$ cat config.mk
export PLATFORM = sky130hd
export DESIGN_NAME = msr_sensor_regs
export DESIGN_NICKNAME = d
export VERILOG_FILES = /design/src/design/msr_pkg.sv /design/src/design/msr_acc_if.sv /design/src/design/msr_motion_acc.sv /design/src/design/msr_sensor_regs.sv
export SDC_FILE = /design/constraint.sdc
export NUM_CORES = 1
export LEC_CHECK = 0
export ABC_AREA = 1
export BUFFER_PORTS_ARGS = -buffer_cell sky130_fd_sc_hd__buf_2
export CAP_MARGIN = 5
export CORE_AREA = 4 4 178 94
export CTS_CLUSTER_DIAMETER = 150
export CTS_CLUSTER_SIZE = 10
export DETAILED_ROUTE_END_ITERATION = 7
export DIE_AREA = 0 0 182 98
export SYNTH_ARGS = -nofsm -noshare
export SYNTH_HDL_FRONTEND = slang
export SYNTH_SLANG_ARGS = --single-unit
$ cat constraint.sdc
create_clock -name clk -period 2.55 [get_ports clk]
set_input_delay 0.1275 -clock clk [delete_from_list [all_inputs] [get_ports clk]]
set_output_delay 0.1275 -clock clk [all_outputs]
set_load 0.03 [all_outputs]
$ cat src/design/msr_pkg.sv
// shared constants of the motion sensor register block
package msr_pkg;
	// register indices; the bus byte address is four times the index
	localparam logic [7:0] IDX_CONFIG = 8'h1B;
	localparam logic [7:0] IDX_OPCTL = 8'h40;
	localparam logic [7:0] IDX_IDENT = 8'h41;
	localparam logic [7:0] IDX_MOT_Y = 8'h42;
	localparam logic [7:0] IDX_MOT_X = 8'h43;
	localparam logic [7:0] IDX_QUALITY = 8'h44;

	// field positions
	localparam int CFG_RESOLUTION_BIT = 7;
	localparam int OPC_RESET_BIT = 7;
	localparam int OPC_PD_BIT = 6;
	localparam int OPC_LED_BIT = 5;
	localparam int OPC_SLEEP_N_BIT = 0;
	localparam int ID_PART_LSB = 5;
	localparam int ID_STATE_BIT = 0;

	// values after reset
	localparam logic [7:0] CFG_RESET_VAL = 8'h00;
	localparam logic [7:0] OPC_RESET_VAL = 8'h20;
	localparam logic [7:0] MOT_RESET_VAL = 8'h00;
	localparam logic [7:0] QUAL_RESET_VAL = 8'h00;

	// writable bits: reserved bits read back as zero
	localparam logic [7:0] CFG_WR_MASK = 8'h80;
	localparam logic [7:0] OPC_WR_MASK = 8'hE1;

	// no-motion time before sleep, and its count of cycles
	localparam int unsigned CLK_HZ = 40000000;
	localparam int unsigned SLEEP_TIME_MS = 1000;
	localparam int unsigned SLEEP_CYCLES = (CLK_HZ / 1000) * SLEEP_TIME_MS;

	// operating states, one-hot
	typedef enum logic [2:0] {
		ST_NORMAL = 3'h1,
		ST_SLEEP = 3'h2,
		ST_PDOWN = 3'h4
	} msr_state_type;
endpackage

$ cat src/design/msr_acc_if.sv
// link between the register block and one motion accumulator
interface msr_acc_if;
	logic clr;
	logic add_valid;
	logic [7:0] add_val;
	logic [7:0] count;

	modport ctrl (
		output clr,
		output add_valid,
		output add_val,
		input count
	);

	modport acc (
		input clr,
		input add_valid,
		input add_val,
		output count
	);
endinterface

$ cat src/design/msr_motion_acc.sv
// saturating signed motion accumulator with clear on read
module msr_motion_acc (
	input wire logic clk,
	input wire logic ce,
	input wire logic rst,
	msr_acc_if.acc port
);
	logic [7:0] count_q;
	logic [7:0] count_d;
	logic [7:0] sum;

	// signed add that sticks at -128 and +127 instead of wrapping
	function automatic logic [7:0] sat_add(input logic [7:0] a, input logic [7:0] b);
		logic [8:0] wide;
		wide = {a[7], a} + {b[7], b};
		if (wide[8] != wide[7]) begin
			return wide[8] ? 8'h80 : 8'h7F;
		end
		return wide[7:0];
	endfunction

	assign sum = sat_add(count_q, port.add_val);

	// a delta that arrives with the clearing read starts the new count, so it is never lost
	always_comb begin
		count_d = count_q;
		if (port.add_valid) begin
			count_d = port.clr ? port.add_val : sum;
		end else if (port.clr) begin
			count_d = 8'h00;
		end
	end

	always_ff @(posedge clk) begin
		if (rst) begin
			count_q <= msr_pkg::MOT_RESET_VAL;
		end else if (ce) begin
			count_q <= count_d;
		end
	end

	assign port.count = count_q;

	property p_saturate;
		@(posedge clk) disable iff (rst)
		ce && port.add_valid && !port.clr && count_q == 8'h7F && !port.add_val[7] |=> count_q == 8'h7F;
	endproperty
	a_saturate: assert property (p_saturate) else $error("motion count wrapped past +127"); // [RL7]

	property p_saturate_neg;
		@(posedge clk) disable iff (rst)
		ce && port.add_valid && !port.clr && count_q == 8'h80 && port.add_val[7] |=> count_q == 8'h80;
	endproperty
	a_saturate_neg: assert property (p_saturate_neg) else $error("motion count wrapped past -128"); // [RL8]
endmodule

$ cat src/design/msr_sensor_regs.sv
// register file, operating state and motion readout of the optical motion sensor
// Behaviour
// [RL1] config bit 7 picks 800 or 400 cpi
// [RL2] opctl: reset7, powerdown6, led5, sleep_n0
// [RL3] writing reset bit 1 resets whole chip
// [RL4] sleep after one second without motion
// [RL5] sleep ends on motion or wakeup
// [RL6] identity bits 7:5 hold fixed part code
// [RL7] Y count saturates, cleared by read
// [RL8] X count saturates, cleared by read
// [RL9] counts scale with selected resolution
// [RL10] quality register shows current frame quality
// [RL11] identity bit 0 shows normal or asleep
// [RL12] power-down bit places device in power-down
//
// Decided for this implementation: the Wishbone register port.
module msr_sensor_regs #(
	parameter int unsigned SLEEP_CYCLES = msr_pkg::SLEEP_CYCLES,
	parameter logic [2:0] PART_CODE = 3'h5 // arbitrary value
) (
	input wire logic clk,
	input wire logic sys_rst,
	input wire logic ce,
	input wire logic wb_cyc_i,
	input wire logic wb_stb_i,
	input wire logic wb_we_i,
	input wire logic [9:0] wb_adr_i,
	input wire logic [3:0] wb_sel_i,
	input wire logic [31:0] wb_dat_i,
	output logic [31:0] wb_dat_o,
	output logic wb_ack_o,
	input wire logic frame_valid,
	input wire logic [7:0] frame_dx,
	input wire logic [7:0] frame_dy,
	input wire logic [7:0] frame_quality,
	input wire logic wake_request,
	output logic resolution_select,
	output logic led_shutter_en,
	output logic power_down_request,
	output logic asleep
);
	logic ack_q;
	logic [31:0] dat_q;
	logic [31:0] dat_d;
	logic [7:0] cfg_q;
	logic [7:0] opc_q;
	logic [7:0] qual_q;
	logic soft_rst_q;
	logic [31:0] idle_cnt_q;
	logic [31:0] idle_cnt_d;
	msr_pkg::msr_state_type state_q;
	msr_pkg::msr_state_type state_d;

	msr_acc_if acc_x ();
	msr_acc_if acc_y ();

	// halve a delta at the coarse setting; the dropped half count is the price of no remainder store
	function automatic logic [7:0] scale_delta(input logic [7:0] d, input logic half);
		return half ? {d[7], d[7:1]} : d;
	endfunction

	function automatic logic hit(input logic [9:0] adr, input logic [7:0] idx);
		return adr[9:2] == idx;
	endfunction

	// bus decode: a request is taken once per cycle of cyc and stb, answered one cycle later
	wire take = wb_cyc_i && wb_stb_i && !ack_q && ce;
	wire wr_byte = take && wb_we_i && wb_sel_i[0];
	wire rd = take && !wb_we_i;
	wire sel_cfg = hit(wb_adr_i, msr_pkg::IDX_CONFIG);
	wire sel_opc = hit(wb_adr_i, msr_pkg::IDX_OPCTL);
	wire sel_id = hit(wb_adr_i, msr_pkg::IDX_IDENT);
	wire sel_y = hit(wb_adr_i, msr_pkg::IDX_MOT_Y);
	wire sel_x = hit(wb_adr_i, msr_pkg::IDX_MOT_X);
	wire sel_q = hit(wb_adr_i, msr_pkg::IDX_QUALITY);
	wire wr_cfg = wr_byte && sel_cfg;
	wire wr_opc = wr_byte && sel_opc;

	// internal reset: the pin, or the self-clearing full chip reset
	wire int_rst = sys_rst || soft_rst_q; // [RL3]

	// control fields
	wire half_scale = cfg_q[msr_pkg::CFG_RESOLUTION_BIT]; // [RL1]
	wire pd_bit = opc_q[msr_pkg::OPC_PD_BIT]; // [RL2]
	wire sleep_en = !opc_q[msr_pkg::OPC_SLEEP_N_BIT]; // [RL2]
	wire is_normal = state_q == msr_pkg::ST_NORMAL;

	// motion seen in a frame; ignored while powered down
	wire frame_in = frame_valid && state_q != msr_pkg::ST_PDOWN;
	wire motion = frame_in && (frame_dx != 8'h00 || frame_dy != 8'h00);
	wire idle_done = idle_cnt_q == 32'(SLEEP_CYCLES - 1);

	// identity byte: part code, reserved zeros, operating state
	wire [7:0] ident = {PART_CODE, 4'h0, is_normal}; // [RL6] [RL11]

	// accumulator hookup: scaled deltas in, read clears
	assign acc_x.add_valid = frame_in;
	assign acc_x.add_val = scale_delta(frame_dx, half_scale); // [RL9]
	assign acc_x.clr = rd && sel_x; // [RL8]
	assign acc_y.add_valid = frame_in;
	assign acc_y.add_val = scale_delta(frame_dy, half_scale); // [RL9]
	assign acc_y.clr = rd && sel_y; // [RL7]

	msr_motion_acc u_acc_x (
		.clk(clk),
		.ce(ce),
		.rst(int_rst),
		.port(acc_x)
	);

	msr_motion_acc u_acc_y (
		.clk(clk),
		.ce(ce),
		.rst(int_rst),
		.port(acc_y)
	);

	// read mux; unmapped addresses answer with zero
	always_comb begin
		dat_d = 32'h0000_0000;
		if (sel_cfg) begin
			dat_d[7:0] = cfg_q;
		end else if (sel_opc) begin
			dat_d[7:0] = opc_q;
		end else if (sel_id) begin
			dat_d[7:0] = ident;
		end else if (sel_y) begin
			dat_d[7:0] = acc_y.count;
		end else if (sel_x) begin
			dat_d[7:0] = acc_x.count;
		end else if (sel_q) begin
			dat_d[7:0] = qual_q;
		end
	end

	// bus answer; only the pin reset touches it so a soft reset never drops an ack
	always_ff @(posedge clk) begin
		if (sys_rst) begin
			ack_q <= 1'b0;
			dat_q <= 32'h0000_0000;
		end else if (ce) begin
			ack_q <= take;
			if (rd) begin
				dat_q <= dat_d;
			end
		end
	end

	assign wb_ack_o = ack_q;
	assign wb_dat_o = dat_q;

	// full chip reset pulse, one cycle after the write
	always_ff @(posedge clk) begin
		if (sys_rst) begin
			soft_rst_q <= 1'b0;
		end else if (ce) begin
			soft_rst_q <= wr_opc && wb_dat_i[msr_pkg::OPC_RESET_BIT]; // [RL3]
		end
	end

	// writable registers; the reset bit is never stored, so it reads back zero
	always_ff @(posedge clk) begin
		if (int_rst) begin
			cfg_q <= msr_pkg::CFG_RESET_VAL;
			opc_q <= msr_pkg::OPC_RESET_VAL;
		end else if (ce) begin
			if (wr_cfg) begin
				cfg_q <= wb_dat_i[7:0] & msr_pkg::CFG_WR_MASK; // [RL1]
			end
			if (wr_opc) begin
				opc_q <= wb_dat_i[7:0] & msr_pkg::OPC_WR_MASK & 8'h7F; // [RL2]
			end
		end
	end

	// quality of the latest frame
	always_ff @(posedge clk) begin
		if (int_rst) begin
			qual_q <= msr_pkg::QUAL_RESET_VAL;
		end else if (ce && frame_in) begin
			qual_q <= frame_quality; // [RL10]
		end
	end

	// operating state
	always_comb begin
		state_d = state_q;
		case (state_q)
			msr_pkg::ST_NORMAL: begin
				if (pd_bit) begin
					state_d = msr_pkg::ST_PDOWN; // [RL12]
				end else if (sleep_en && idle_done && !motion) begin
					state_d = msr_pkg::ST_SLEEP; // [RL4]
				end
			end
			msr_pkg::ST_SLEEP: begin
				if (pd_bit) begin
					state_d = msr_pkg::ST_PDOWN; // [RL12]
				end else if (motion || wake_request) begin
					state_d = msr_pkg::ST_NORMAL; // [RL5]
				end
			end
			msr_pkg::ST_PDOWN: begin
				if (!pd_bit) begin
					state_d = msr_pkg::ST_NORMAL; // [RL12]
				end
			end
			default: begin
				state_d = msr_pkg::ST_NORMAL;
			end
		endcase
	end

	// no-motion timer; runs only in normal mode with sleep enabled
	always_comb begin
		idle_cnt_d = 32'h0000_0000;
		if (is_normal && sleep_en && !motion && !idle_done) begin
			idle_cnt_d = idle_cnt_q + 32'h0000_0001; // [RL4]
		end
	end

	always_ff @(posedge clk) begin
		if (int_rst) begin
			state_q <= msr_pkg::ST_NORMAL;
			idle_cnt_q <= 32'h0000_0000;
		end else if (ce) begin
			state_q <= state_d;
			idle_cnt_q <= idle_cnt_d;
		end
	end

	assign resolution_select = half_scale; // [RL1]
	assign led_shutter_en = opc_q[msr_pkg::OPC_LED_BIT]; // [RL2]
	assign power_down_request = state_q == msr_pkg::ST_PDOWN; // [RL12]
	assign asleep = state_q == msr_pkg::ST_SLEEP;

	// helpers for the checks below
	wire wr_scale_bit = wb_dat_i[msr_pkg::CFG_RESOLUTION_BIT];
	wire wr_led_bit = wb_dat_i[msr_pkg::OPC_LED_BIT];
	wire wr_rst_bit = wb_dat_i[msr_pkg::OPC_RESET_BIT];
	wire wr_pd_bit = wb_dat_i[msr_pkg::OPC_PD_BIT];
	wire [7:0] exp_dy = scale_delta(frame_dy, half_scale);
	wire [7:0] exp_dx = scale_delta(frame_dx, half_scale);

	property p_cfg_resolution;
		@(posedge clk) disable iff (sys_rst)
		wr_cfg ##1 !soft_rst_q |-> resolution_select == $past(wr_scale_bit);
	endproperty
	a_cfg_resolution: assert property (p_cfg_resolution) else $error("resolution select did not follow write"); // [RL1]

	property p_led_bit;
		@(posedge clk) disable iff (sys_rst)
		wr_opc && !wr_rst_bit |=> led_shutter_en == $past(wr_led_bit);
	endproperty
	a_led_bit: assert property (p_led_bit) else $error("led shutter bit not at bit 5"); // [RL2]

	property p_chip_reset;
		@(posedge clk) disable iff (sys_rst)
		wr_opc && wr_rst_bit |=> soft_rst_q ##1 cfg_q == msr_pkg::CFG_RESET_VAL && opc_q == msr_pkg::OPC_RESET_VAL
			&& is_normal && acc_x.count == 8'h00;
	endproperty
	a_chip_reset: assert property (p_chip_reset) else $error("full chip reset did not restore defaults"); // [RL3]

	property p_sleep_entry;
		@(posedge clk) disable iff (int_rst)
		ce && is_normal && sleep_en && idle_done && !motion && !pd_bit |=> asleep;
	endproperty
	a_sleep_entry: assert property (p_sleep_entry) else $error("no sleep after idle time"); // [RL4]

	property p_no_early_sleep;
		@(posedge clk) disable iff (int_rst)
		is_normal && !idle_done |=> !asleep;
	endproperty
	a_no_early_sleep: assert property (p_no_early_sleep) else $error("sleep before idle time ran out"); // [RL4]

	property p_wake;
		@(posedge clk) disable iff (int_rst)
		ce && asleep && !pd_bit && (motion || wake_request) |=> is_normal ##1 ident[msr_pkg::ID_STATE_BIT];
	endproperty
	a_wake: assert property (p_wake) else $error("sleep not left on motion or wakeup"); // [RL5] [RL11]

	property p_ident_read;
		@(posedge clk) disable iff (sys_rst)
		rd && sel_id |=> wb_ack_o && wb_dat_o[7:5] == PART_CODE && wb_dat_o[4:1] == 4'h0
			&& wb_dat_o[0] == $past(is_normal);
	endproperty
	a_ident_read: assert property (p_ident_read) else $error("identity read wrong"); // [RL6] [RL11]

	property p_y_clear;
		@(posedge clk) disable iff (int_rst)
		rd && sel_y && !frame_in |=> acc_y.count == 8'h00;
	endproperty
	a_y_clear: assert property (p_y_clear) else $error("Y count not cleared by read"); // [RL7]

	property p_x_clear;
		@(posedge clk) disable iff (int_rst)
		rd && sel_x && frame_in |=> acc_x.count == $past(acc_x.add_val);
	endproperty
	a_x_clear: assert property (p_x_clear) else $error("X delta lost on clearing read"); // [RL8]

	property p_scale;
		@(posedge clk) disable iff (int_rst)
		ce && frame_in && acc_y.count == 8'h00 && !(rd && sel_y) |=> acc_y.count == $past(exp_dy);
	endproperty
	a_scale: assert property (p_scale) else $error("Y delta not scaled by resolution"); // [RL9]

	property p_quality;
		@(posedge clk) disable iff (int_rst)
		ce && frame_in |=> qual_q == $past(frame_quality);
	endproperty
	a_quality: assert property (p_quality) else $error("quality not taken from frame"); // [RL10]

	property p_power_down;
		@(posedge clk) disable iff (int_rst)
		wr_opc && wr_pd_bit && !wr_rst_bit ##1 ce |=> power_down_request;
	endproperty
	a_power_down: assert property (p_power_down) else $error("power-down not entered"); // [RL12]

	property p_cfg_reserved;
		@(posedge clk) disable iff (sys_rst)
		rd && sel_cfg |=> wb_dat_o[6:0] == 7'h00;
	endproperty
	a_cfg_reserved: assert property (p_cfg_reserved) else $error("configuration reserved bits read nonzero"); // [RL1]

	property p_opc_reserved;
		@(posedge clk) disable iff (sys_rst)
		rd && sel_opc |=> wb_dat_o[7] == 1'b0 && wb_dat_o[4:1] == 4'h0;
	endproperty
	a_opc_reserved: assert property (p_opc_reserved) else $error("control reset or reserved bits read nonzero"); // [RL2]

	property p_x_scale;
		@(posedge clk) disable iff (int_rst)
		ce && frame_in && acc_x.count == 8'h00 && !(rd && sel_x) |=> acc_x.count == $past(exp_dx);
	endproperty
	a_x_scale: assert property (p_x_scale) else $error("X delta not scaled by resolution"); // [RL9]

	property p_sleep_hold;
		@(posedge clk) disable iff (int_rst)
		ce && asleep && !pd_bit && !motion && !wake_request |=> asleep;
	endproperty
	a_sleep_hold: assert property (p_sleep_hold) else $error("sleep left without motion or wakeup"); // [RL5]

	property p_pd_drop;
		@(posedge clk) disable iff (int_rst)
		power_down_request && frame_valid && !(rd && sel_x) |=> acc_x.count == $past(acc_x.count);
	endproperty
	a_pd_drop: assert property (p_pd_drop) else $error("frame counted while powered down"); // [RL12]
endmodule

; ---- Yosys cells after proc, flatten, opt, wreduce, memory -nomap -nowiden
; Cells that the tools add are included.
[totals]
register_bits = 73
latch_bits = 0
ramBits = 0
romBits = 0
input_bits = 78
wordCells = 95
mem_count = 0
[op_classes]
n_addsub = 3
mul = 0
n_div = 0
n_lt_le_gt_ge = 0
n_eq_ne = 16
shift = 0
mux = 29
bitwise_logic = 0
reduce_logical = 37
[op_table]
columns = cell, count
row1 = 8-bit two-way mux, 18
row2 = "8-bit by 7-bit == test with 1-bit output, second input constant", 5
row3 = "32-bit by 1-bit adder with 32-bit output, second input constant", 1
row4 = "32-bit by 26-bit == test with 1-bit output, second input constant", 1
row5 = 32-bit two-way mux, 1
row6 = 1-bit logical AND, 19
row7 = 8-bit by 8-bit adder with 9-bit output, 2
row8 = 8-bit nonzero test, 2
row9 = 3-bit two-way mux, 5
row10 = 7-bit two-way mux, 2
row11 = 2-bit AND reduction, 5
row12 = 3-bit one-hot mux with 3 select lines, 1
row13 = "8-bit by 5-bit == test with 1-bit output, second input constant", 1
row14 = 1-bit logical NOT, 5
row15 = 4-bit AND reduction, 1
row16 = 2-bit nonzero test, 2
row17 = "3-bit by 1-bit == test with 1-bit output, second input constant", 1
row18 = "3-bit by 2-bit == test with 1-bit output, second input constant", 1
row19 = "3-bit == test, second input constant", 1
row20 = 1-bit logical OR, 3
row21 = "3-bit by 1-bit inequality test with 1-bit output, second input constant", 1
row22 = "3-bit by 2-bit inequality test with 1-bit output, second input constant", 1
row23 = "3-bit inequality test, second input constant", 1
row24 = 1-bit two-way mux, 2
row25 = other kinds (2), 3

; ---- Longest topological paths before layout
; Gate-level depths: netlist (run 1).
[depth]
ltp_word = 8
mapped_depth = 17

; ---- Cells and area by module
; A second synthesis (run 1) with hierarchy kept.
[hier_totals]
hier_cells = 829
hier_area_um2 = 5365.1
[by_module_without_submodules]
columns = module, n_inst, cells_per_inst, area_each_um2, seq_area_each_um2
row1 = msr_sensor_regs, 1, 549, 3603.5, 1141.1
row2 = msr_motion_acc (u_acc_x), 1, 141, 893.4, 160.2
row3 = msr_motion_acc (u_acc_y), 1, 139, 868.3, 160.2

; ---- Worst setup path before layout (run 1)
; Ideal clock, no wire load.
[synth_path]
kind = register to register
start = register cfg_q[7]
end = register u_acc_y.count_q[2], in the netlist u_acc_y.port.count[2]
arrival_ns = 2.507
path_slack_ns = -0.089
stages_incl_launch_ff = 18
cell_sequence = dfxtp_1 > buf_2 > inv_1 > or2_2 > o21ai_0 > inv_1 > ha_1 > fa_1 > nand2_1 > nand3_1 > nand4_1 > nand2_1 > nand2_1 > nand2_1 > nand2_2 > nand2_1 > nand2_1 > a21oi_1
[synth_via]
elab_chain_cells = 7
word_cells_on_any_way = 9
[synth_lines]
columns = item, line
row1 = "start, declared", msr_sensor_regs.sv:45  ; logic [7:0] cfg_q;
row2 = "start signal, assigned", msr_sensor_regs.sv:164  ; cfg_q <= msr_pkg::CFG_RESET_VAL;
row3 = "start signal, assigned", msr_sensor_regs.sv:168  ; cfg_q <= wb_dat_i[7:0] & msr_pkg::CFG_WR_MASK;
row4 = 7-bit two-way mux (*), msr_sensor_regs.sv:59  ; return half ? {d[7], d[7:1]} : d;
row5 = 8-bit by 8-bit adder with 9-bit output, msr_motion_acc.sv:15  ; wide = {a[7], a} + {b[7], b};
row6 = 8-bit two-way mux or 1-bit inequality test (tied branches), "msr_motion_acc.sv:17, msr_motion_acc.sv:16"
row7 = 8-bit two-way mux or 1-bit two-way mux (tied branches), msr_motion_acc.sv:16  ; if (wide[8] != wide[7]) begin
row8 = 8-bit two-way mux, msr_motion_acc.sv:19  ; return wide[7:0];
row9 = 8-bit two-way mux (*), msr_motion_acc.sv:28  ; count_d = port.clr ? port.add_val : sum;
row10 = 8-bit two-way mux (*), msr_motion_acc.sv:27  ; if (port.add_valid) begin
row11 = "end signal, assigned", msr_motion_acc.sv:36  ; count_q <= msr_pkg::MOT_RESET_VAL;
row12 = "end signal, assigned", msr_motion_acc.sv:38  ; count_q <= count_d;
row13 = "end, declared", msr_motion_acc.sv:8  ; logic [7:0] count_q;
; Every way passes the cells marked *; elsewhere a longest branch is shown, timed or not. The select of a mux whose other input is x is not followed.
; A chain may end at the register's enable or synchronous reset.

; ---- Worst setup path after layout (run 1)
[layout_path]
start = register cfg_q[7]
end = register u_acc_y.count_q[6], in the netlist u_acc_y.port.count[6]
; The elaborated chain is that of the path after synthesis.

==> results_dict.tcl, run 1 <==
set metrics [dict create \
    outcome "complete, no violations" \
    utilization_pct 40.2 \
    p_leak_nw 2.79 \
    critical_path_required_ns 2.78 \
    core-area_um2 15100 \
    final.setup.tns_ns 0 \
    portBuffers 57 \
    fmax_ghz 0.417 \
    holdBufCountCts 0 \
    wire_per_inst_um 13.9 \
    wl_met2_um 4850 \
    cts.path.max_buffers 2 \
    first_pass_iters 5 \
    cts_tree "built" \
    start_util_pct 34.6 \
    synth-seq-area-share_pct 28.0 \
    ys_ff_latch 73 \
    gp_congestion 0.910 \
    drive_above_1_share_pct 16.1 \
    cp-start-kind "flip-flop" \
    placed_cells_incl_taps 1092 \
    peakVddDrop_v 0.000296 \
    worstPathArrival_ns 2.63 \
    path_max_fanout 4 \
    routed_via_density 4.74 \
    fin_cells 1109 \
    grt_max_degree 27 \
    wl_met1_um 9150 \
    hp-class "in -> reg" \
    timing_hold_violations_final 0 \
    std_cell_rows 32 \
    post-place-ws_ns 0.0400 \
    place_hpwl_um 12600 \
    grt_use_total_pct 17.2 \
    antenna_left 0 \
    die-area_um2 17800 \
    powerDensity_nw_per_um2 564 \
    vias 5258 \
    clk_latency_ns 0.34 \
    rrSetupSlack_ns 0.15 \
    ios 115 \
    drcViolationCount 0 \
    routed-wl-met3_um 1390 \
    setup-violations-final 0 \
    cts.clk_slew.worst_paths_ns 0.06 \
    total_power_mw 3.42 \
    critPathKind "reg -> reg" \
    finalMaxSlewViolations 0 \
    endpoint_kind "flip-flop" \
    yosys_warnings 0 \
    antennaDiodeCount 0 \
    slew_headroom_pct 54.2 \
    fin_crit_sh_pct 94.1 \
    antenna_found_initial 0 \
    htree_num_levels 3 \
    synth_cells 829 \
    nets 997 \
    cts_buffers 9 \
    max_cap_viol_count 0 \
    fin_crit_ns 2.40 \
    synth_cell_type_count 44 \
    syn2layout_area_growth_pct 16.2 \
    setup_ws_ns 0.150 \
    syn_area_um2 5220 \
    root_buffer "clkbuf_16" \
    rsz0062_at_grt "false" \
    grt-ovfl-total 0 \
    cts.sinks 73 \
    grt_pass1_wl_um 24500 \
    avgSynthCellArea_um2 6.29 \
    dr.max_layer_used "met4" \
    tightestPinTransition_ns 0.687 \
    die_x_um 182 \
    skew_ns 0.00690 \
    grt_pass1_vias 4581 \
    drtIter0Drc 486 \
    routed_wl_um 15500 \
    fp.dieH_um 98 \
]
-- final cells by class --
class | count | area [µm²]
tap | 204 | 255
sequential | 73 | 1470
clock inverter | 6 | 66.3
inverter | 123 | 464
timing repair buffer | 75 | 433
multi-input combinational | 618 | 3140
fill | 1625 | 9030
clock buffer | 10 | 239
-- metal layers --
metal  track usage (%)  up-vias
li1                  -     2752
met1              30.0     2335
met2              18.6      158
met3              6.29       13
met4              2.65        0
met5                 0        -
-- flip-flops by register name, summed over array words and instances, names as in the netlist --
register,cells
wb_ack_o,1
qual_q,8
cfg_q,1
u_acc_y.port.count,8
idle_cnt_q,32
soft_rst_q,1
u_acc_x.port.count,8
state_q,3
opc_q,3
wb_dat_o,8
-- cells in the mapped netlist, drive strengths merged --
cell    number  area (µm²)
a21oi       62         310
buf         32         246
clkbuf       6        22.5
clkinv       1        3.75
conb         1        3.75
dfxtp       73        1460
fa           2        40.0
ha          17         213
inv        122         460
nand2      236         916
nand3       46         258
nand3b       4        30.0
nand4       15        93.8
nor2        98         439
nor3        28         179
nor4         3        25.0
o211ai       8        60.1
o21ai       51         259
o21bai       1        11.3
o221ai       1        8.76
o22ai        1        6.26
o311a        1        10.0
o31ai        1        7.51
or2          6        37.5
xnor2        4        35.0
xor2         9        78.8
-- cell families (layout without fill, tap and decap cells) --
group | count (synthesis) | count (layout) | synth area share [%]
buffers and inverters | 161 | 214 | 14.1
AND/OR/NAND/NOR | 436 | 436 | 37.9
other | 1 | 24 | 0.0719
adder cells (fa/ha/maj) | 19 | 19 | 4.85
XOR/XNOR | 13 | 13 | 2.18
AO/OA/AOI/OAI | 126 | 126 | 12.9
flip-flops | 73 | 73 | 28.0
-- stage by stage --
step,area (µm²),hold WS [ns]
2_1_floorplan,5300,0.258
3_3_place_gp,5720,0.354
3_5_place_dp,5720,0.356
4_1_cts,6020,0.000719
5_1_grt,6060,0.0181
6_report,6060,0.00990
-- critical path, stage by stage, from the launching register on --
cell     delay [ns]
dfxtp_4        0.36
inv_2          0.04
or2_2          0.26
o21ai_0        0.07
buf_4          0.14
inv_1          0.04
ha_2           0.18
fa_2           0.36
nand2_1        0.07
nand3_1        0.08
nand4_1        0.10
nand2_1        0.07
nand2_2        0.11
nand2_1        0.13
nand2_1        0.10
nand2_2        0.05
nand2_1        0.06
a21oi_1        0.06
-- path summary, 6_finish.rpt --
path / start / endpoint / depth (start not counted)
setup / recovery: cfg_q[7]$_SDFFE_PP0P_ / u_acc_y.port.count[6]$_SDFFE_PP0P_ / 17
hold / removal: frame_quality[0] / qual_q[0]$_SDFFE_PP0P_ / 3
setup reg to reg: cfg_q[7]$_SDFFE_PP0P_ / u_acc_y.port.count[6]$_SDFFE_PP0P_ / 17
hold reg to reg: qual_q[4]$_SDFFE_PP0P_ / qual_q[4]$_SDFFE_PP0P_ / 2
-- report_power, final --
part           total (mW)  internal [mW]  switching (mW)
sequential           1.26           1.20          0.0575
combinational       0.858          0.283           0.575
clock                1.30          0.786           0.517
-- what timing repair did --
item,CTS,global route
endpoints found under the hold margin,0,0
gates resized for setup,0,16
setup buffers,0,1
endpoints found under the setup margin,0,16
-- cells in the final DEF, fill, tap and decap left out, drive strengths merged, types with 3 or more instances in the layout --
cell	n
o21ai	51
a21oi	62
nor4	3
nor2	98
or2	6
xnor2	4
nand4	15
o211ai	8
nand2	236
nand3	46
clkinvlp	3
xor2	9
ha	17
dfxtp	73
conb	24
clkbuf	10
buf	75
nor3	28
nand3b	4
inv	123
Power figures use the tool's default switching activity.
==> inputs of run 2 (changes only) <==
Settings changed: BUFFER_PORTS_ARGS -buffer_cell sky130_fd_sc_hd__buf_2 to -buffer_cell sky130_fd_sc_hd__clkbuf_2, REMOVE_ABC_BUFFERS set to 1.
==> results_dict.tcl, run 2 (synthesized netlist as in run 1, its figures left out) <==
set metrics [dict create \
    final.setup.tns_ns 0 \
    p_int_mw 2.33 \
    cp-start-kind "flip-flop" \
    wire_per_inst_um 13.8 \
    crit_family "simple AND/OR/NAND/NOR gates" \
    regMostFlops "idle_cnt_q" \
    fin_crit_ns 2.38 \
    grt_max_degree 26 \
    total_power_mw 3.47 \
    placed_cells_incl_taps 1092 \
    worstPathArrival_ns 2.59 \
    endpoint_kind "flip-flop" \
    hp-class "in -> reg" \
    cts.sinks 73 \
    grt-ovfl-total 0 \
    mostFrequentLayoutCell "nand2_1" \
    powerDensity_nw_per_um2 570 \
    max_cap_viol_count 0 \
    tightestPinTransition_ns 0.673 \
    power.switching_mw 1.14 \
    grt_pass1_vias 4373 \
    fin_crit_sh_pct 93.4 \
    skew_ns 0.00807 \
    cp_common_cell "nand2_1" \
    layout_common_cells "219 x nand2_1, 118 x inv_1, 83 x nor2_1" \
    combPwrFrac_pct 25.4 \
    p_leak_nw 2.81 \
    first_pass_iters 5 \
    core-area_um2 15100 \
    setup-violations-final 0 \
    slew_headroom_pct 55.1 \
    post-place-ws_ns 0.0318 \
    grt_pass1_wl_um 24200 \
    path_max_fanout 7 \
    finalMaxSlewViolations 0 \
    peakVddDrop_v 0.000343 \
    start_util_pct 34.6 \
    die_x_um 182 \
    p_sw_share_pct 32.9 \
    routed_via_density 4.71 \
    antenna_left 0 \
    htree_num_levels 3 \
    nets 997 \
    seqPwrFrac_pct 36.3 \
    place_hpwl_um 12600 \
    ios 115 \
    gp_congestion 0.897 \
    antennaDiodeCount 0 \
    largest_register_ffs 32 \
    crit_path_max_incr_delay_ns 0.36 \
    critPathKind "reg -> reg" \
    fin_cells 1109 \
    utilization_pct 40.4 \
    clk_latency_ns 0.33 \
    grt_use_total_pct 17.0 \
    critical_path_required_ns 2.76 \
    antenna_found_initial 0 \
    syn2layout_area_growth_pct 16.9 \
    drive_above_1_share_pct 16.6 \
    std_cell_rows 32 \
    portBuffers 57 \
    critPathSlowestCell "fa_2" \
    fillers 1655 \
    die-area_um2 17800 \
    cts.clk_slew.worst_paths_ns 0.06 \
    outcome "complete, no violations" \
    fmax_ghz 0.420 \
    cts_buffers 9 \
    cts.path.max_buffers 2 \
    root_buffer "clkbuf_16" \
    routed_wl_um 15300 \
    setup_ws_ns 0.168 \
    drtIter0Drc 514 \
    path_cells "inv_1 > or2_2 > o21ai_2 > buf_4 > inv_1 > ha_1 > fa_2 > nand2_1 > nand3_1 > nand4_1 > nand2_2 > nand2_4 > nand2_2 > nand2_4 > nand2_1 > nand2_1 > a21oi_1" \
    fp.dieH_um 98 \
    vias 5227 \
    critPathBufInv 3 \
    cts_tree "built" \
    power_frac_clock_pct 38.2 \
    drcViolationCount 0 \
    holdBufCountCts 0 \
    timing_hold_violations_final 0 \
]
run 2: changes by cell type in the layout (fill, tap and decap cells not counted), moves of 3 or more:
cell      change
buf_2        -57
clkbuf_2     +57
nand2_1       -3
o21ai_0       -5
o21ai_1       +4
run 2: worst register-to-register path, stage by stage, from the launching register on:
cell     delay [ns]
dfxtp_2        0.34
inv_1          0.05
or2_2          0.28
o21ai_2        0.06
buf_4          0.13
inv_1          0.04
ha_1           0.20
fa_2           0.36
nand2_1        0.06
nand3_1        0.08
nand4_1        0.10
nand2_2        0.07
nand2_4        0.11
nand2_2        0.10
nand2_4        0.11
nand2_1        0.06
nand2_1        0.06
a21oi_1        0.06
run 2: power groups by stage:
stage / Clock, mW / Sequential (mW) / Combinational, mW
floorplan: 0 / 1.26 / 0.596
global placement: 0 / 1.28 / 0.840
detailed placement: 0 / 1.28 / 0.840
CTS: 1.35 / 1.26 / 0.846
global route: 1.40 / 1.27 / 1.01
finish: 1.33 / 1.26 / 0.883
run 2: stage by stage:
step	cell area (µm²)	hold WS (ns)
after floorplan	5030	0.197
after global placement	5700	0.365
after detailed placement	5700	0.374
after CTS	6020	0.0314
after global routing	6100	0.0704
final	6100	0.0400
run 2: repair_timing:
item,4_1_cts,5_1_grt
setup buffers,0,1
hold endpoints to repair,0,0
resized for setup,0,29
setup endpoints to repair,0,16
run 2: path summary, 6_finish.rpt:
path	from	endpoint	slack, ns	cells after the start
worst max-delay path	cfg_q[7]$_SDFFE_PP0P_	u_acc_y.port.count[2]$_SDFFE_PP0P_	0.17	17
worst min-delay path	wb_dat_i[5]	opc_q[5]$_SDFFE_PP1P_	0.04	3
worst min register to register	wb_dat_o[2]$_SDFFE_PP0P_	wb_dat_o[2]$_SDFFE_PP0P_	0.47	2
worst max register to register	cfg_q[7]$_SDFFE_PP0P_	u_acc_y.port.count[2]$_SDFFE_PP0P_	0.17	17
run 2: cell type report:
class                           instances  area (µm²)  area share [%]
Multi-Input combinational cell        618        3170            52.0
Inverter                              123         464            7.61
Clock buffer                           12         267            4.37
Sequential cell                        73        1460            24.0
Tap cell                              204         255            4.19
Timing Repair Buffer                   75         428            7.02
Clock inverter                          4        50.0           0.821
run 2: layer usage:
layer / up-vias / GRT usage, % / part of all wire, %
met4: 0 / 2.25 / 0.50
met2: 155 / 18.5 / 33
li1: 2752 / - / -
met3: 7 / 5.02 / 8.7
met5: - / 0 / 0
met1: 2313 / 30.3 / 58
